<file path="src/logic/uem_pkg.sv">
// Package for the endpoint mode and byte-count register block.
// Assumes a 32-bit classic Wishbone master and one 100 MHz clock.
package uem_pkg;
  // Register indices; byte address is four times the index
  localparam logic [6:0] IDX_CNT0 = 7'h11;
  localparam logic [6:0] IDX_MODE0 = 7'h12;
  localparam logic [6:0] IDX_CNT1 = 7'h13;
  localparam logic [6:0] IDX_MODE1 = 7'h14;
  localparam logic [6:0] IDX_CNT2 = 7'h15;
  localparam logic [6:0] IDX_MODE2 = 7'h16;
  localparam logic [6:0] IDX_CNT3 = 7'h41;
  localparam logic [6:0] IDX_MODE3 = 7'h42;
  localparam logic [6:0] IDX_CNT4 = 7'h43;
  localparam logic [6:0] IDX_MODE4 = 7'h44;
  localparam logic [6:0] IDX_CFG = 7'h50;
  // Field positions
  localparam int MODE_STALL_BIT = 7;
  localparam int MODE_SETUP_BIT = 7;
  localparam int MODE_IN_BIT = 6;
  localparam int MODE_OUT_BIT = 5;
  localparam int MODE_ACK_BIT = 4;
  localparam int CNT_TOG_BIT = 7;
  localparam int CNT_DVAL_BIT = 6;
  localparam int CFG_FIVE_EP_BIT = 6;
  localparam int CFG_BIG_EP_BIT = 7;
  // Reset value and count figures
  localparam logic [7:0] REG_RST = 8'h00;
  localparam logic [5:0] CRC_BYTES = 6'h02;
  // Endpoint mode codes
  localparam logic [3:0] MD_DISABLE = 4'h0;
  localparam logic [3:0] MD_NAK_INOUT = 4'h1;
  localparam logic [3:0] MD_STATUS_OUT = 4'h2;
  localparam logic [3:0] MD_STALL_INOUT = 4'h3;
  localparam logic [3:0] MD_IGNORE_INOUT = 4'h4;
  localparam logic [3:0] MD_ISO_OUT = 4'h5;
  localparam logic [3:0] MD_STATUS_IN = 4'h6;
  localparam logic [3:0] MD_ISO_IN = 4'h7;
  localparam logic [3:0] MD_NAK_OUT = 4'h8;
  localparam logic [3:0] MD_ACK_OUT = 4'h9;
  localparam logic [3:0] MD_NAK_OUT_STIN = 4'hA;
  localparam logic [3:0] MD_ACK_OUT_STIN = 4'hB;
  localparam logic [3:0] MD_NAK_IN = 4'hC;
  localparam logic [3:0] MD_ACK_IN = 4'hD;
  localparam logic [3:0] MD_NAK_IN_STOUT = 4'hE;
  localparam logic [3:0] MD_ACK_IN_STOUT = 4'hF;
  // Token kinds from the serial interface engine
  typedef enum logic [1:0] {
    PID_SETUP = 2'h0,
    PID_IN = 2'h1,
    PID_OUT = 2'h2
  } uem_pid_t;
  // Answers handed back to the serial interface engine
  typedef enum logic [2:0] {
    RSP_IGNORE = 3'h0,
    RSP_ACK = 3'h1,
    RSP_NAK = 3'h2,
    RSP_STALL = 3'h3,
    RSP_TXCNT = 3'h4,
    RSP_TX0 = 3'h5,
    RSP_CHECK = 3'h6,
    RSP_ALWAYS = 3'h7
  } uem_resp_t;
  // Transaction tracker states
  typedef enum logic [2:0] {
    ST_IDLE = 3'b001,
    ST_DATA = 3'b010,
    ST_INWAIT = 3'b100
  } uem_state_t;
endpackage : uem_pkg

</file>
<file path="src/logic/uem_core.sv">
// Endpoint mode and count registers of a full-speed serial interface
// engine, with Wishbone slave access and per-transaction updates.
// Assumes the engine delivers token, data-end and handshake strobes
// as one-cycle pulses synchronous to sys_clk.
//
// Function
// Mode 0000 gives no answer at all to SETUP, IN or OUT.
// Mode 0001 accepts SETUP, NAKs IN/OUT; SETUP forces 0001 on control.
// Control modes accept SETUP; isochronous modes ignore SETUP.
// 1000 NAKs OUT; 1001 ACKs or stalls OUT, becomes 1000 after ACK.
// 1010/1011 send zero-length IN; OUT NAK or ACK; 1011 becomes 1010.
// 1100 NAKs IN; 1101 sends counted IN or stalls; becomes 1100.
// 1110/1111 check OUT; IN NAK or counted; 1111 becomes 1110.
// Stall bit stalls OUT in ACK-IN and IN in ACK-OUT.
// Firmware keeps stall bit low in all other modes.
// ACK flag is set when a transaction ends with ACK.
// Firmware writes zero to the two reserved mode bits.
// Firmware loads IN byte counts from zero to thirty-two.
// OUT/SETUP count becomes received bytes plus two for CRC.
// Data-valid set when buffer data arrives with good CRC.
// Bad CRC still interrupts but clears data-valid.
// Count bit 7 chooses DATA0 or DATA1 for IN.
// OUT/SETUP copy the received toggle into count bit 7.
// Endpoint 0 count refuses CPU writes after update until read.
// Only a read after the update point unlocks endpoint 0.
// SETUP flag held high until control data phase ends.
// Update point refreshes mode and count, then locks endpoint 0.
// Endpoint interrupt flag set exactly at the update point.
// Five-endpoint setting turns register 0x42 into non-control layout.
// Check answer ACKs only zero-length OUT with toggle one.
// Ignore sends no handshake whatever.
// Interrupt on valid completion or on corrupted OUT/SETUP buffer.
//
// The Wishbone register port is this design's own decision.
`timescale 1ns/1ps
module uem_core #(
  parameter int NUM_EP = 5,
  parameter int BIG_EP_BYTES = 32,
  parameter int SMALL_EP_BYTES = 8
) (
  // Clock and reset
  input wire logic sys_clk,
  input wire logic srst,
  // Wishbone slave
  input wire logic wb_cyc_i,
  input wire logic wb_stb_i,
  input wire logic wb_we_i,
  input wire logic [8:0] wb_adr_i,
  input wire logic [3:0] wb_sel_i,
  input wire logic [31:0] wb_dat_i,
  output wire logic wb_ack_o,
  output wire logic [31:0] wb_dat_o,
  // Token and data strobes from the serial interface engine
  input wire logic tok_stb,
  input wire uem_pkg::uem_pid_t tok_pid,
  input wire logic [2:0] tok_ep,
  input wire logic rx_start_stb,
  input wire logic rx_end_stb,
  input wire logic [5:0] rx_cnt,
  input wire logic rx_crc_ok,
  input wire logic rx_tog,
  input wire logic in_end_stb,
  input wire logic in_acked,
  // Answers to the serial interface engine
  output wire logic resp_stb,
  output wire uem_pkg::uem_resp_t resp_code,
  output wire logic [5:0] tx_cnt,
  output wire logic tx_tog,
  output wire logic [4:0] ep_irq
);
  import uem_pkg::*;

  // Elaboration checks on the parameters
  if (NUM_EP != 5) begin : g_ep_chk
    $error("uem_core serves exactly five endpoints");
  end
  if (BIG_EP_BYTES > 32 || SMALL_EP_BYTES > BIG_EP_BYTES) begin : g_sz_chk
    $error("uem_core endpoint sizes out of range");
  end

  localparam logic [5:0] BIG_LIM = 6'(BIG_EP_BYTES + 2);
  localparam logic [5:0] SMALL_LIM = 6'(SMALL_EP_BYTES + 2);

  uem_state_t state_ff, nxt_state;
  logic [7:0] mode_ff [NUM_EP];
  logic [7:0] cnt_ff [NUM_EP];
  logic [NUM_EP-1:0] lock_ff;
  logic [NUM_EP-1:0] hold_ff;
  logic [7:0] cfg_ff;
  logic [2:0] txn_ep_ff;
  uem_pid_t txn_pid_ff;
  uem_resp_t txn_rsp_ff;
  logic resp_stb_ff;
  uem_resp_t resp_code_ff;
  logic [5:0] tx_cnt_ff;
  logic tx_tog_ff;
  logic [4:0] ep_irq_ff;
  logic wb_ack_ff;
  logic [31:0] wb_dat_ff;

  // Control endpoint test: endpoint 0, and 0x42 unless five endpoints
  function automatic logic uem_is_ctrl(input logic [2:0] ep,
                                       input logic five);
    return (ep == 3'h0) || (ep == 3'h3 && !five);
  endfunction : uem_is_ctrl

  // Answer chosen by mode, stall bit and token kind
  function automatic uem_resp_t uem_decode(input logic [3:0] m,
                                           input logic stall,
                                           input uem_pid_t pid);
    uem_resp_t r;
    r = RSP_IGNORE;
    case (pid)
      PID_SETUP: begin
        case (m)
          MD_NAK_INOUT, MD_STATUS_OUT, MD_STALL_INOUT, MD_IGNORE_INOUT,
          MD_STATUS_IN, MD_NAK_OUT_STIN, MD_ACK_OUT_STIN,
          MD_NAK_IN_STOUT, MD_ACK_IN_STOUT: r = RSP_ACK;
          default: r = RSP_IGNORE;
        endcase
      end
      PID_IN: begin
        case (m)
          MD_NAK_INOUT, MD_NAK_IN, MD_NAK_IN_STOUT: r = RSP_NAK;
          MD_STATUS_OUT, MD_STALL_INOUT: r = RSP_STALL;
          MD_STATUS_IN, MD_NAK_OUT_STIN,
          MD_ACK_OUT_STIN: r = RSP_TX0;
          MD_ISO_IN, MD_ACK_IN_STOUT: r = RSP_TXCNT;
          MD_ACK_IN: r = stall ? RSP_STALL : RSP_TXCNT;
          MD_ACK_OUT: r = stall ? RSP_STALL : RSP_IGNORE;
          default: r = RSP_IGNORE;
        endcase
      end
      PID_OUT: begin
        case (m)
          MD_NAK_INOUT, MD_NAK_OUT, MD_NAK_OUT_STIN: r = RSP_NAK;
          MD_STATUS_OUT, MD_NAK_IN_STOUT,
          MD_ACK_IN_STOUT: r = RSP_CHECK;
          MD_STALL_INOUT, MD_STATUS_IN: r = RSP_STALL;
          MD_ISO_OUT: r = RSP_ALWAYS;
          MD_ACK_OUT: r = stall ? RSP_STALL : RSP_ACK;
          MD_ACK_OUT_STIN: r = RSP_ACK;
          MD_ACK_IN: r = stall ? RSP_STALL : RSP_IGNORE;
          default: r = RSP_IGNORE;
        endcase
      end
      default: r = RSP_IGNORE;
    endcase
    return r;
  endfunction : uem_decode

  // ACK modes fall back to their NAK forms after a handshake
  function automatic logic [3:0] uem_after_ack(input logic [3:0] m);
    case (m)
      MD_ACK_OUT: return MD_NAK_OUT;
      MD_ACK_OUT_STIN: return MD_NAK_OUT_STIN;
      MD_ACK_IN: return MD_NAK_IN;
      MD_ACK_IN_STOUT: return MD_NAK_IN_STOUT;
      default: return m;
    endcase
  endfunction : uem_after_ack

  // Register index to {hit, is_mode, endpoint}
  function automatic logic [4:0] uem_map(input logic [6:0] idx);
    case (idx)
      IDX_CNT0: return 5'h10;
      IDX_MODE0: return 5'h18;
      IDX_CNT1: return 5'h11;
      IDX_MODE1: return 5'h19;
      IDX_CNT2: return 5'h12;
      IDX_MODE2: return 5'h1A;
      IDX_CNT3: return 5'h13;
      IDX_MODE3: return 5'h1B;
      IDX_CNT4: return 5'h14;
      IDX_MODE4: return 5'h1C;
      default: return 5'h00;
    endcase
  endfunction : uem_map

  // Token-time and data-end decisions
  logic five_ep;
  logic tok_ep_ok;
  logic [7:0] tok_mode;
  logic tok_ctrl;
  uem_resp_t tok_rsp;
  logic [7:0] upd_mode;
  logic [7:0] upd_cnt;
  logic upd_ctrl;
  logic rx_good;
  logic wr_buf;
  logic end_ack;
  uem_resp_t end_rsp;
  logic upd;
  logic upd_ack;
  logic setup_pt;

  always_comb begin
    five_ep = cfg_ff[CFG_FIVE_EP_BIT];
    tok_ep_ok = tok_ep < 3'(NUM_EP);
    tok_mode = tok_ep_ok ? mode_ff[tok_ep] : REG_RST;
    tok_ctrl = uem_is_ctrl(tok_ep, five_ep);
    tok_rsp = uem_decode(tok_mode[3:0],
                         !tok_ctrl && tok_mode[MODE_STALL_BIT], tok_pid);
    upd_mode = mode_ff[txn_ep_ff];
    upd_cnt = cnt_ff[txn_ep_ff];
    upd_ctrl = uem_is_ctrl(txn_ep_ff, five_ep);
    rx_good = rx_crc_ok && rx_cnt <= ((txn_ep_ff == 3'h1 ||
              txn_ep_ff == 3'h2) && cfg_ff[CFG_BIG_EP_BIT] ?
              BIG_LIM : SMALL_LIM);
    end_ack = 1'b0;
    end_rsp = RSP_IGNORE;
    case (txn_rsp_ff)
      RSP_ACK: end_ack = rx_good;
      RSP_CHECK: end_ack = rx_good && rx_cnt == CRC_BYTES && rx_tog;
      default: end_ack = 1'b0;
    endcase
    if (rx_good) begin
      case (txn_rsp_ff)
        RSP_ACK, RSP_CHECK: end_rsp = end_ack ? RSP_ACK : RSP_STALL;
        RSP_NAK: end_rsp = RSP_NAK;
        RSP_STALL: end_rsp = RSP_STALL;
        default: end_rsp = RSP_IGNORE;
      endcase
    end
    wr_buf = txn_rsp_ff == RSP_ACK || txn_rsp_ff == RSP_CHECK ||
             txn_rsp_ff == RSP_ALWAYS;
    upd = (state_ff == ST_DATA && rx_end_stb && wr_buf) ||
          (state_ff == ST_INWAIT && in_end_stb && in_acked);
    upd_ack = (state_ff == ST_DATA && end_ack) ||
              (state_ff == ST_INWAIT && in_acked);
    setup_pt = state_ff == ST_DATA && rx_start_stb &&
               txn_pid_ff == PID_SETUP && upd_ctrl;
  end

  // Next transaction state
  always_comb begin
    nxt_state = state_ff;
    case (state_ff)
      ST_IDLE: begin
        if (tok_stb && tok_ep_ok && tok_rsp != RSP_IGNORE) begin
          if (tok_pid == PID_IN) begin
            nxt_state = (tok_rsp == RSP_TXCNT || tok_rsp == RSP_TX0) ?
                        ST_INWAIT : ST_IDLE;
          end else begin
            nxt_state = ST_DATA;
          end
        end
      end
      ST_DATA: begin
        if (rx_end_stb) begin
          nxt_state = ST_IDLE;
        end
      end
      ST_INWAIT: begin
        if (in_end_stb || tok_stb) begin
          nxt_state = ST_IDLE;
        end
      end
      default: nxt_state = ST_IDLE;
    endcase
  end

  // Transaction tracker and latched token
  always_ff @(posedge sys_clk) begin
    if (srst) begin
      state_ff <= ST_IDLE;
      txn_ep_ff <= 3'h0;
      txn_pid_ff <= PID_SETUP;
      txn_rsp_ff <= RSP_IGNORE;
    end else begin
      state_ff <= nxt_state;
      if (state_ff == ST_IDLE && tok_stb && tok_ep_ok) begin
        txn_ep_ff <= tok_ep;
        txn_pid_ff <= tok_pid;
        txn_rsp_ff <= tok_rsp;
      end
    end
  end

  // Handshake and IN data answers to the engine
  always_ff @(posedge sys_clk) begin
    if (srst) begin
      resp_stb_ff <= 1'b0;
      resp_code_ff <= RSP_IGNORE;
      tx_cnt_ff <= 6'h00;
      tx_tog_ff <= 1'b0;
    end else begin
      resp_stb_ff <= 1'b0;
      if (state_ff == ST_IDLE && tok_stb && tok_ep_ok &&
          tok_pid == PID_IN && tok_rsp != RSP_IGNORE) begin
        resp_stb_ff <= 1'b1;
        resp_code_ff <= tok_rsp;
        tx_cnt_ff <= tok_rsp == RSP_TX0 ? 6'h00 : cnt_ff[tok_ep][5:0];
        tx_tog_ff <= cnt_ff[tok_ep][CNT_TOG_BIT];
      end else if (state_ff == ST_DATA && rx_end_stb &&
                   end_rsp != RSP_IGNORE) begin
        resp_stb_ff <= 1'b1;
        resp_code_ff <= end_rsp;
      end
    end
  end

  // Endpoint interrupt pulse at the update point
  always_ff @(posedge sys_clk) begin
    if (srst) begin
      ep_irq_ff <= 5'h00;
    end else begin
      ep_irq_ff <= 5'h00;
      if (upd) begin
        ep_irq_ff[txn_ep_ff] <= 1'b1;
      end
    end
  end

  // Wishbone decode
  logic bus_req;
  logic bus_wr;
  logic bus_rd;
  logic [4:0] bus_map;
  logic [7:0] rd_val;

  always_comb begin
    bus_req = wb_cyc_i && wb_stb_i && !wb_ack_ff;
    bus_wr = bus_req && wb_we_i && wb_sel_i[0];
    bus_rd = bus_req && !wb_we_i;
    bus_map = uem_map(wb_adr_i[8:2]);
    rd_val = REG_RST;
    if (wb_adr_i[8:2] == IDX_CFG) begin
      rd_val = cfg_ff;
    end else if (bus_map[4]) begin
      rd_val = bus_map[3] ? mode_ff[bus_map[2:0]] : cnt_ff[bus_map[2:0]];
    end
  end

  // Bus acknowledge and read data, one wait state
  always_ff @(posedge sys_clk) begin
    if (srst) begin
      wb_ack_ff <= 1'b0;
      wb_dat_ff <= 32'h0000_0000;
    end else begin
      wb_ack_ff <= bus_req;
      if (bus_rd) begin
        wb_dat_ff <= {24'h00_0000, rd_val};
      end
    end
  end

  // Configuration register
  always_ff @(posedge sys_clk) begin
    if (srst) begin
      cfg_ff <= REG_RST;
    end else if (bus_wr && wb_adr_i[8:2] == IDX_CFG) begin
      cfg_ff <= wb_dat_i[7:0];
    end
  end

  // Mode, count, lock and SETUP hold of each endpoint
  always_ff @(posedge sys_clk) begin
    if (srst) begin
      for (int i = 0; i < NUM_EP; i++) begin
        mode_ff[i] <= REG_RST;
        cnt_ff[i] <= REG_RST;
      end
      lock_ff <= '0;
      hold_ff <= '0;
    end else begin
      for (int i = 0; i < NUM_EP; i++) begin
        if (upd && txn_ep_ff == 3'(i)) begin
          if (txn_pid_ff != PID_IN) begin
            cnt_ff[i] <= {rx_tog, rx_good, rx_cnt};
          end
          if (upd_ack) begin
            mode_ff[i][MODE_ACK_BIT] <= 1'b1;
            if (txn_pid_ff == PID_SETUP && upd_ctrl &&
                upd_mode[3:0] != MD_DISABLE) begin
              mode_ff[i][3:0] <= MD_NAK_INOUT;
            end else begin
              mode_ff[i][3:0] <= uem_after_ack(upd_mode[3:0]);
            end
          end
          if (upd_ctrl) begin
            lock_ff[i] <= 1'b1;
            if (txn_pid_ff == PID_IN) begin
              mode_ff[i][MODE_IN_BIT] <= 1'b1;
              hold_ff[i] <= 1'b0;
            end else if (txn_pid_ff == PID_OUT) begin
              mode_ff[i][MODE_OUT_BIT] <= 1'b1;
              hold_ff[i] <= 1'b0;
            end
          end
        end else begin
          if (bus_rd && bus_map[4] && bus_map[2:0] == 3'(i)) begin
            lock_ff[i] <= 1'b0;
          end
          if (bus_wr && bus_map[4] && bus_map[2:0] == 3'(i)) begin
            if (!bus_map[3]) begin
              if (!(lock_ff[i] && uem_is_ctrl(3'(i), five_ep))) begin
                cnt_ff[i] <= wb_dat_i[7:0];
              end
            end else if (uem_is_ctrl(3'(i), five_ep)) begin
              mode_ff[i][MODE_SETUP_BIT] <= hold_ff[i];
              if (!lock_ff[i]) begin
                mode_ff[i][6:0] <= wb_dat_i[6:0];
              end
            end else begin
              mode_ff[i] <= wb_dat_i[7:0];
            end
          end
          if (setup_pt && txn_ep_ff == 3'(i)) begin
            mode_ff[i][MODE_SETUP_BIT] <= 1'b1;
            hold_ff[i] <= 1'b1;
          end
        end
      end
    end
  end

  // Outputs straight from flip-flops
  assign wb_ack_o = wb_ack_ff;
  assign wb_dat_o = wb_dat_ff;
  assign resp_stb = resp_stb_ff;
  assign resp_code = resp_code_ff;
  assign tx_cnt = tx_cnt_ff;
  assign tx_tog = tx_tog_ff;
  assign ep_irq = ep_irq_ff;
endmodule : uem_core

</file>
<file path="config.mk">
export PLATFORM = sky130hd
export DESIGN_NAME = uem_core
export DESIGN_NICKNAME = d
export VERILOG_FILES = /design/src/logic/uem_pkg.sv /design/src/logic/uem_core.sv
export SDC_FILE = /design/constraint.sdc
export NUM_CORES = 1
export LEC_CHECK = 0
export ABC_AREA = 1
export BUFFER_PORTS_ARGS = -buffer_cell sky130_fd_sc_hd__buf_4
export CAP_MARGIN = 10
export CORE_UTILIZATION = 45
export CTS_CLUSTER_SIZE = 20
export DETAILED_ROUTE_END_ITERATION = 10
export PLACE_DENSITY = 0.62
export SYNTH_ARGS = -nofsm -noshare
export SYNTH_HDL_FRONTEND = slang
export SYNTH_SLANG_ARGS = --single-unit
</file>
<file path="constraint.sdc">
create_clock -name sys_clk -period 3.2 [get_ports sys_clk]
set_input_delay 0.32 -clock sys_clk [delete_from_list [all_inputs] [get_ports sys_clk]]
set_output_delay 0.32 -clock sys_clk [all_outputs]
set_load 0.1 [all_outputs]
</file>
[Word level (Yosys, flattened, before mapping)]
Memory sizes are Yosys's and may differ from the RTL's. A register that Yosys moved wholly into a read port is not among the register bits.
Index checks and enable logic that the tools add are counted.
Word-level totals
  input bits: 68
  memories kept: 3
  bits in writable memories: 80
  bits in latches: 0
  output and inout port bits: 49
  word-level logic and storage cells: 562
  bits in read-only memories: 16
  register bits after elaboration: 48
Memories
  cnt_ff: words 5, bits a word 8, read ports 2, clocked after memory_dff 0, wr ports 5, line uem_core.sv:86  | logic [7:0] cnt_ff [NUM_EP];
  mode_ff: words 5, bits a word 8, read ports 3, clocked after memory_dff 1, wr ports 5, line uem_core.sv:85  | logic [7:0] mode_ff [NUM_EP];
  (no name shown): words 16, bits a word 1, read ports 1, clocked after memory_dff 0, wr ports 0, line uem_core.sv:115  | case (m)
Operators by class
  equal/unequal tests: 61
  bitwise logic cells: 71
  shift-type cells: 0
  reduce and logical (&&, ||, !) cells: 92
  order comparisons: 4
  $mul: 0
  multiplexer cells: 315
  $add $sub $neg: 0
  div/mod/pow operators: 0
Operator list (count)
  $mux 1: 248
  $mux 4: 28
  $mux 8: 14
  $or 1x1->1: 70
  $logic_and 1x1->1: 52
  $pmux 5 s10: 1
  $eq 4x4->1 const B: 12
  $eq 7x5->1 const B: 6
  $eq 7x7->1 const B: 5
  $mux 3: 10
  $eq 3x2->1 const B: 8
  $eq 3x3->1 const B: 7
  $pmux 3 s7: 1
  $pmux 3 s3: 2
  $pmux 3 s6: 1
  $pmux 4 s4: 1
  $eq 3x1->1 const B: 4
  $eq 4x3->1 const B: 3
  $mux 6: 2
  $reduce_or 3->1: 4
  $reduce_bool 2->1: 5
  $reduce_or 2->1: 5
  $logic_not 3->1: 3
  $logic_or 1x1->1: 9
  other kinds (24): 42

[Logic depth before layout (Yosys ltp)]
  word-level depth: 19
  gate-level depth with buffers: 21
  gate-level depth less buffers: 19

[Worst setup path before layout]
No wires, ideal clock.
  path type: reg-to-reg
  start point: register txn_ep_ff[1]
  end point: memory mode_ff[1][0] (data pin)
  cell stages (with the launch flop): 19
  data required time: 2947 ps
  library setup time: 253 ps
  buffers on the path: 1
  arrival time: 2478 ps
  clock period less this slack: 2731 ps
  path slack: 469 ps
  path through: dfxtp_1 inv_1 nor3_1 o21ai_0 ha_1 inv_1 nor2_1 nand4_1 o21ai_0 a21oi_2 nand3_1 o21ai_2 nand2_1 nand3_1 nor3_1 nand4_2 buf_6 o21ai_1 inv_2
RTL lines
  start: declaration: line uem_core.sv:90  | logic [2:0] txn_ep_ff;
  start signal: assignment: line uem_core.sv:273  | txn_ep_ff <= tok_ep;
  end: declaration: line uem_core.sv:85

==> flow_summary_export.csv <==
group,metric,value,unit
run_status,status,"finished clean",
pwr,swShare,33.7,%
cts,htree_num_levels,4,
pwr,power_density,481,nW/µm²
timing,fin_crit_sh,93.2,%
critical_path,critPathMaxStageDelay,0.36,ns
die,die_area,19500,µm²
final_layout,stdcell_count,1433,
die,start_util,46.7,%
pwr,clockPowerShare,39.6,%
die,rows,49,
cts,tritoncts,"done",
final_layout,drive_gt1_share,21.2,%
global_routing,grt_max_degree,27,
critical_path,endpoint_kind,"flop",
pwr,power_frac_comb,19.4,%
cts,cts_made_buffers,17,
routing,wl_per_cell,19.2,µm
yosys,synth-seq-cells,131,
placement,place_congestion,0.944,
critical_path,rr_worst_depth,19,
placement,io_buffer_count,63,
routing,drt_first_pass_iters,5,
hold_path,hold_start,"wb_stb_i",
yosys,synth_fa_ha_area_share,0.881,%
final_layout,mostFrequentLayoutCell,"nand2_1",
hold_path,hold_end,"wb_ack_o",
critical_path,crit_type,"reg -> reg",
pwr,switchingPower,1580,µW
global_routing,grt.total_usage,28.7,%
routing,drt_iter0_drc,909,
timing,tns,0,ns
pwr,seq_power_share,41.0,%
final_layout,most-common-layout-cells,"223 x nand2_1, 113 x inv_1, 100 x buf_4",
global_routing,antenna_found_initial,0,
placement,dp.cells,1400,
final_layout,finalInstanceArea,9770,µm²
hold_path,hold_path_class,"in -> reg",
yosys,synth_flop_cell,"edfxtp_1",
timing,slew_headroom,45.0,%
die,core_area,18300,µm²
critical_path,path_cells,"inv_1 > nor3_2 > o21ai_2 > inv_1 > ha_1 > nand2_1 > a21oi_1 > or2_0 > a21oi_2 > nand3_1 > o21ai_2 > nand2_1 > buf_4 > nor2_1 > nand2_1 > nand2_1 > o21ai_0 > nand2_1 > inv_2",
global_routing,grt_pass1_wl,42.2,mm
pwr,p_total,4700,µW
routing,vias,8117,
flow_run,cap_viol_max_count,0,
cts,clk_latency,0.42,ns
yosys,synthMuxAreaShare,0,%
pwr,peakVddDrop,0.385,mV
cts,hold_buffers,0,
yosys,async_flop_share,0,%
timing,slew_violations,0,
critical_path,crit_path_frequent_cell,"nand2_1",
cts,root_buffer,"clkbuf_16",
critical_path,crit_family,"simple AND/OR/NAND/NOR gates",
timing,rsz0062_at_grt,"no",
critical_path,reg2reg_from,"txn_ep_ff[0]",
timing,fin_crit,2.98,ns
yosys,yosys.area_share.simple,27.2,%
pwr,p_leak,0.00429,µW
timing,worstMarginPinSlew,0.816,ns
placement,placed_cell_area,9190,µm²
cts,clk_path_buf_depth,2,
critical_path,rr_endpoint,"mode_ff[3][0]",
yosys,yosysWarnings,0,
yosys,synth-edff-count,80,
critical_path,path_max_fanout,6,
critical_path,arrival,3.16,ns
critical_path,critPathRequiredTime,3.38,ns
critical_path,r2r_slack,0.22,ns
die,die_w,140,µm
yosys,synth-xor-area-share,0,%
cts,path_clk_slew,0.06,ns
hold_path,min_path_cells,3,
yosys,ys_seq_area_share,40.2,%
global_routing,overflow,0,
yosys,synth_top_family_by_area,"simple AND/OR/NAND/NOR gates",
critical_path,slowest_stage,"dfxtp_1",
timing,finClkSkew,0.0100,ns
pwr,p_int,3120,µW
final_layout,fillers,1800,
yosys,syn_inst,1127,
yosys,synth_compound_area_share,19.6,%
global_routing,grt_pass1_vias,7517,
routing,drc,0,
final_layout,area_delta_synth_final,14.6,%
critical_path,critical_path_buf_inv_count,4,
yosys,syn_area,8530,µm²
timing,finalSetupViolCount,0,
yosys,syn_area_per_cell,7.56,µm²
critical_path,crit_path_start_kind,"flop",
cts,clock-sinks,131,
timing,finalHoldViolations,0,
routing,via_per_inst,5.66,
die,pin_count,117,
routing,detail-route-antenna-nets,0,
die,fp.dieH,140,µm
final_layout,nNetsFinal,1265,
placement,dp_hpwl,20.3,mm
final_layout,diodes,0,
routing,wl,27.5,mm
timing,clock.fmax,0.335,GHz
yosys,synth.distinct_cells,53,
final cells by class:
type	instances	area, µm²	area share, %
tap	229	287	2.93
sequential	131	3420	35.0
timing repair buffer	101	771	7.89
multi-input combinational	792	4170	42.6
clock buffer	17	425	4.35
clock inverter	15	134	1.37
inverter	148	563	5.76
Yosys cell counts, types with 4 or more instances:
cell type,n,area [µm²]
a21oi_1,68,340
a21oi_2,27,236
a31oi_1,9,56.3
buf_2,6,30.0
buf_4,27,203
buf_6,9,101
clkbuf_1,34,128
dfxtp_1,51,1020
edfxtp_1,80,2400
ha_1,6,75.1
inv_1,113,424
inv_2,29,109
nand2_1,223,837
nand2_2,9,56.3
nand2_4,4,45.0
nand3_1,87,435
nand3_2,6,60.1
nand4_1,15,93.8
nor2_1,94,353
nor2_2,7,43.8
nor2_4,6,67.6
nor3_1,9,45.0
o211ai_1,11,82.6
o21ai_0,89,445
o21ai_1,12,60.1
o21ai_2,10,87.6
o22ai_1,27,169
o311ai_0,6,52.6
o31ai_1,9,67.6
worst max-delay path by stage:
stage	start	to	slack, ns	depth (start not counted)
6_report	txn_ep_ff[0]	mode_ff[3][0]	0.22	19
5_1_grt	txn_ep_ff[0]	mode_ff[4][4]	0.03	18
4_1_cts	txn_ep_ff[0]	mode_ff[0][6]	0.01	18
3_5_place_dp	txn_ep_ff[0]	mode_ff[0][6]	0.02	18
3_3_place_gp	txn_ep_ff[0]	mode_ff[0][6]	0.16	18
2_1_floorplan	txn_ep_ff[1]	mode_ff[1][0]	0.47	18
sequential cells by signal (all words and copies together), names as in the netlist, named ones only:
signal      cells
resp_stb        1
cnt_ff         40
mode_ff        40
lock_ff         2
state_ff        3
txn_pid_ff      2
hold_ff         2
ep_irq          5
tx_tog          1
resp_code       3
wb_ack_o        1
wb_dat_o        8
tx_cnt          6
txn_ep_ff       3
cfg_ff          8
txn_rsp_ff      3
cell families (layout without fill, tap and decap cells):
logic type	count (synthesis)	count (layout)
simple gates	486	486
other cells	1	24
flops	131	131
buf+inv	227	281
fa+ha+maj	6	6
compound gates	276	276
worst register-to-register path: stages (launching register included):
cell and delay (ns):
dfxtp_1 0.36, inv_1 0.12, nor3_2 0.22, o21ai_2 0.11
inv_1 0.06, ha_1 0.23, nand2_1 0.07, a21oi_1 0.06
or2_0 0.21, a21oi_2 0.18, nand3_1 0.12, o21ai_2 0.16
nand2_1 0.12, buf_4 0.16, nor2_1 0.24, nand2_1 0.08
nand2_1 0.06, o21ai_0 0.07, nand2_1 0.09, inv_2 0.03
layer usage:
metal | share of wire [%] | GRT usage [%] | vias to the layer above
met5 | 0 | 0 | -
met4 | 3.6 | 12.2 | 0
met3 | 8.3 | 4.96 | 83
met2 | 44 | 44.8 | 405
met1 | 44 | 39.1 | 3718
li1 | - | - | 3911
per-stage QoR:
step                hold WS (ns)  utilization, %  setup WS [ns]
floorplan                  0.439               -          0.469
global placement           0.449            50.3          0.165
detailed placement         0.455            50.3         0.0231
CTS                        0.204            53.4         0.0121
global route               0.240            53.5         0.0251
finish                     0.210            53.5          0.216
power by group through the flow:
stage,registers [µW],logic (µW),clock network (µW)
3_3_place_gp,1960,887,0
2_1_floorplan,2000,617,0
4_1_cts,1920,895,1870
5_1_grt,1940,990,1930
3_5_place_dp,1960,891,0
6_report,1930,911,1860
repair_timing:
item                       4_1_cts  5_1_grt
setup endpoints to repair        0       28
gates resized for setup          0        4
setup buffers                    0        1
Power figures use the tool's default switching activity.
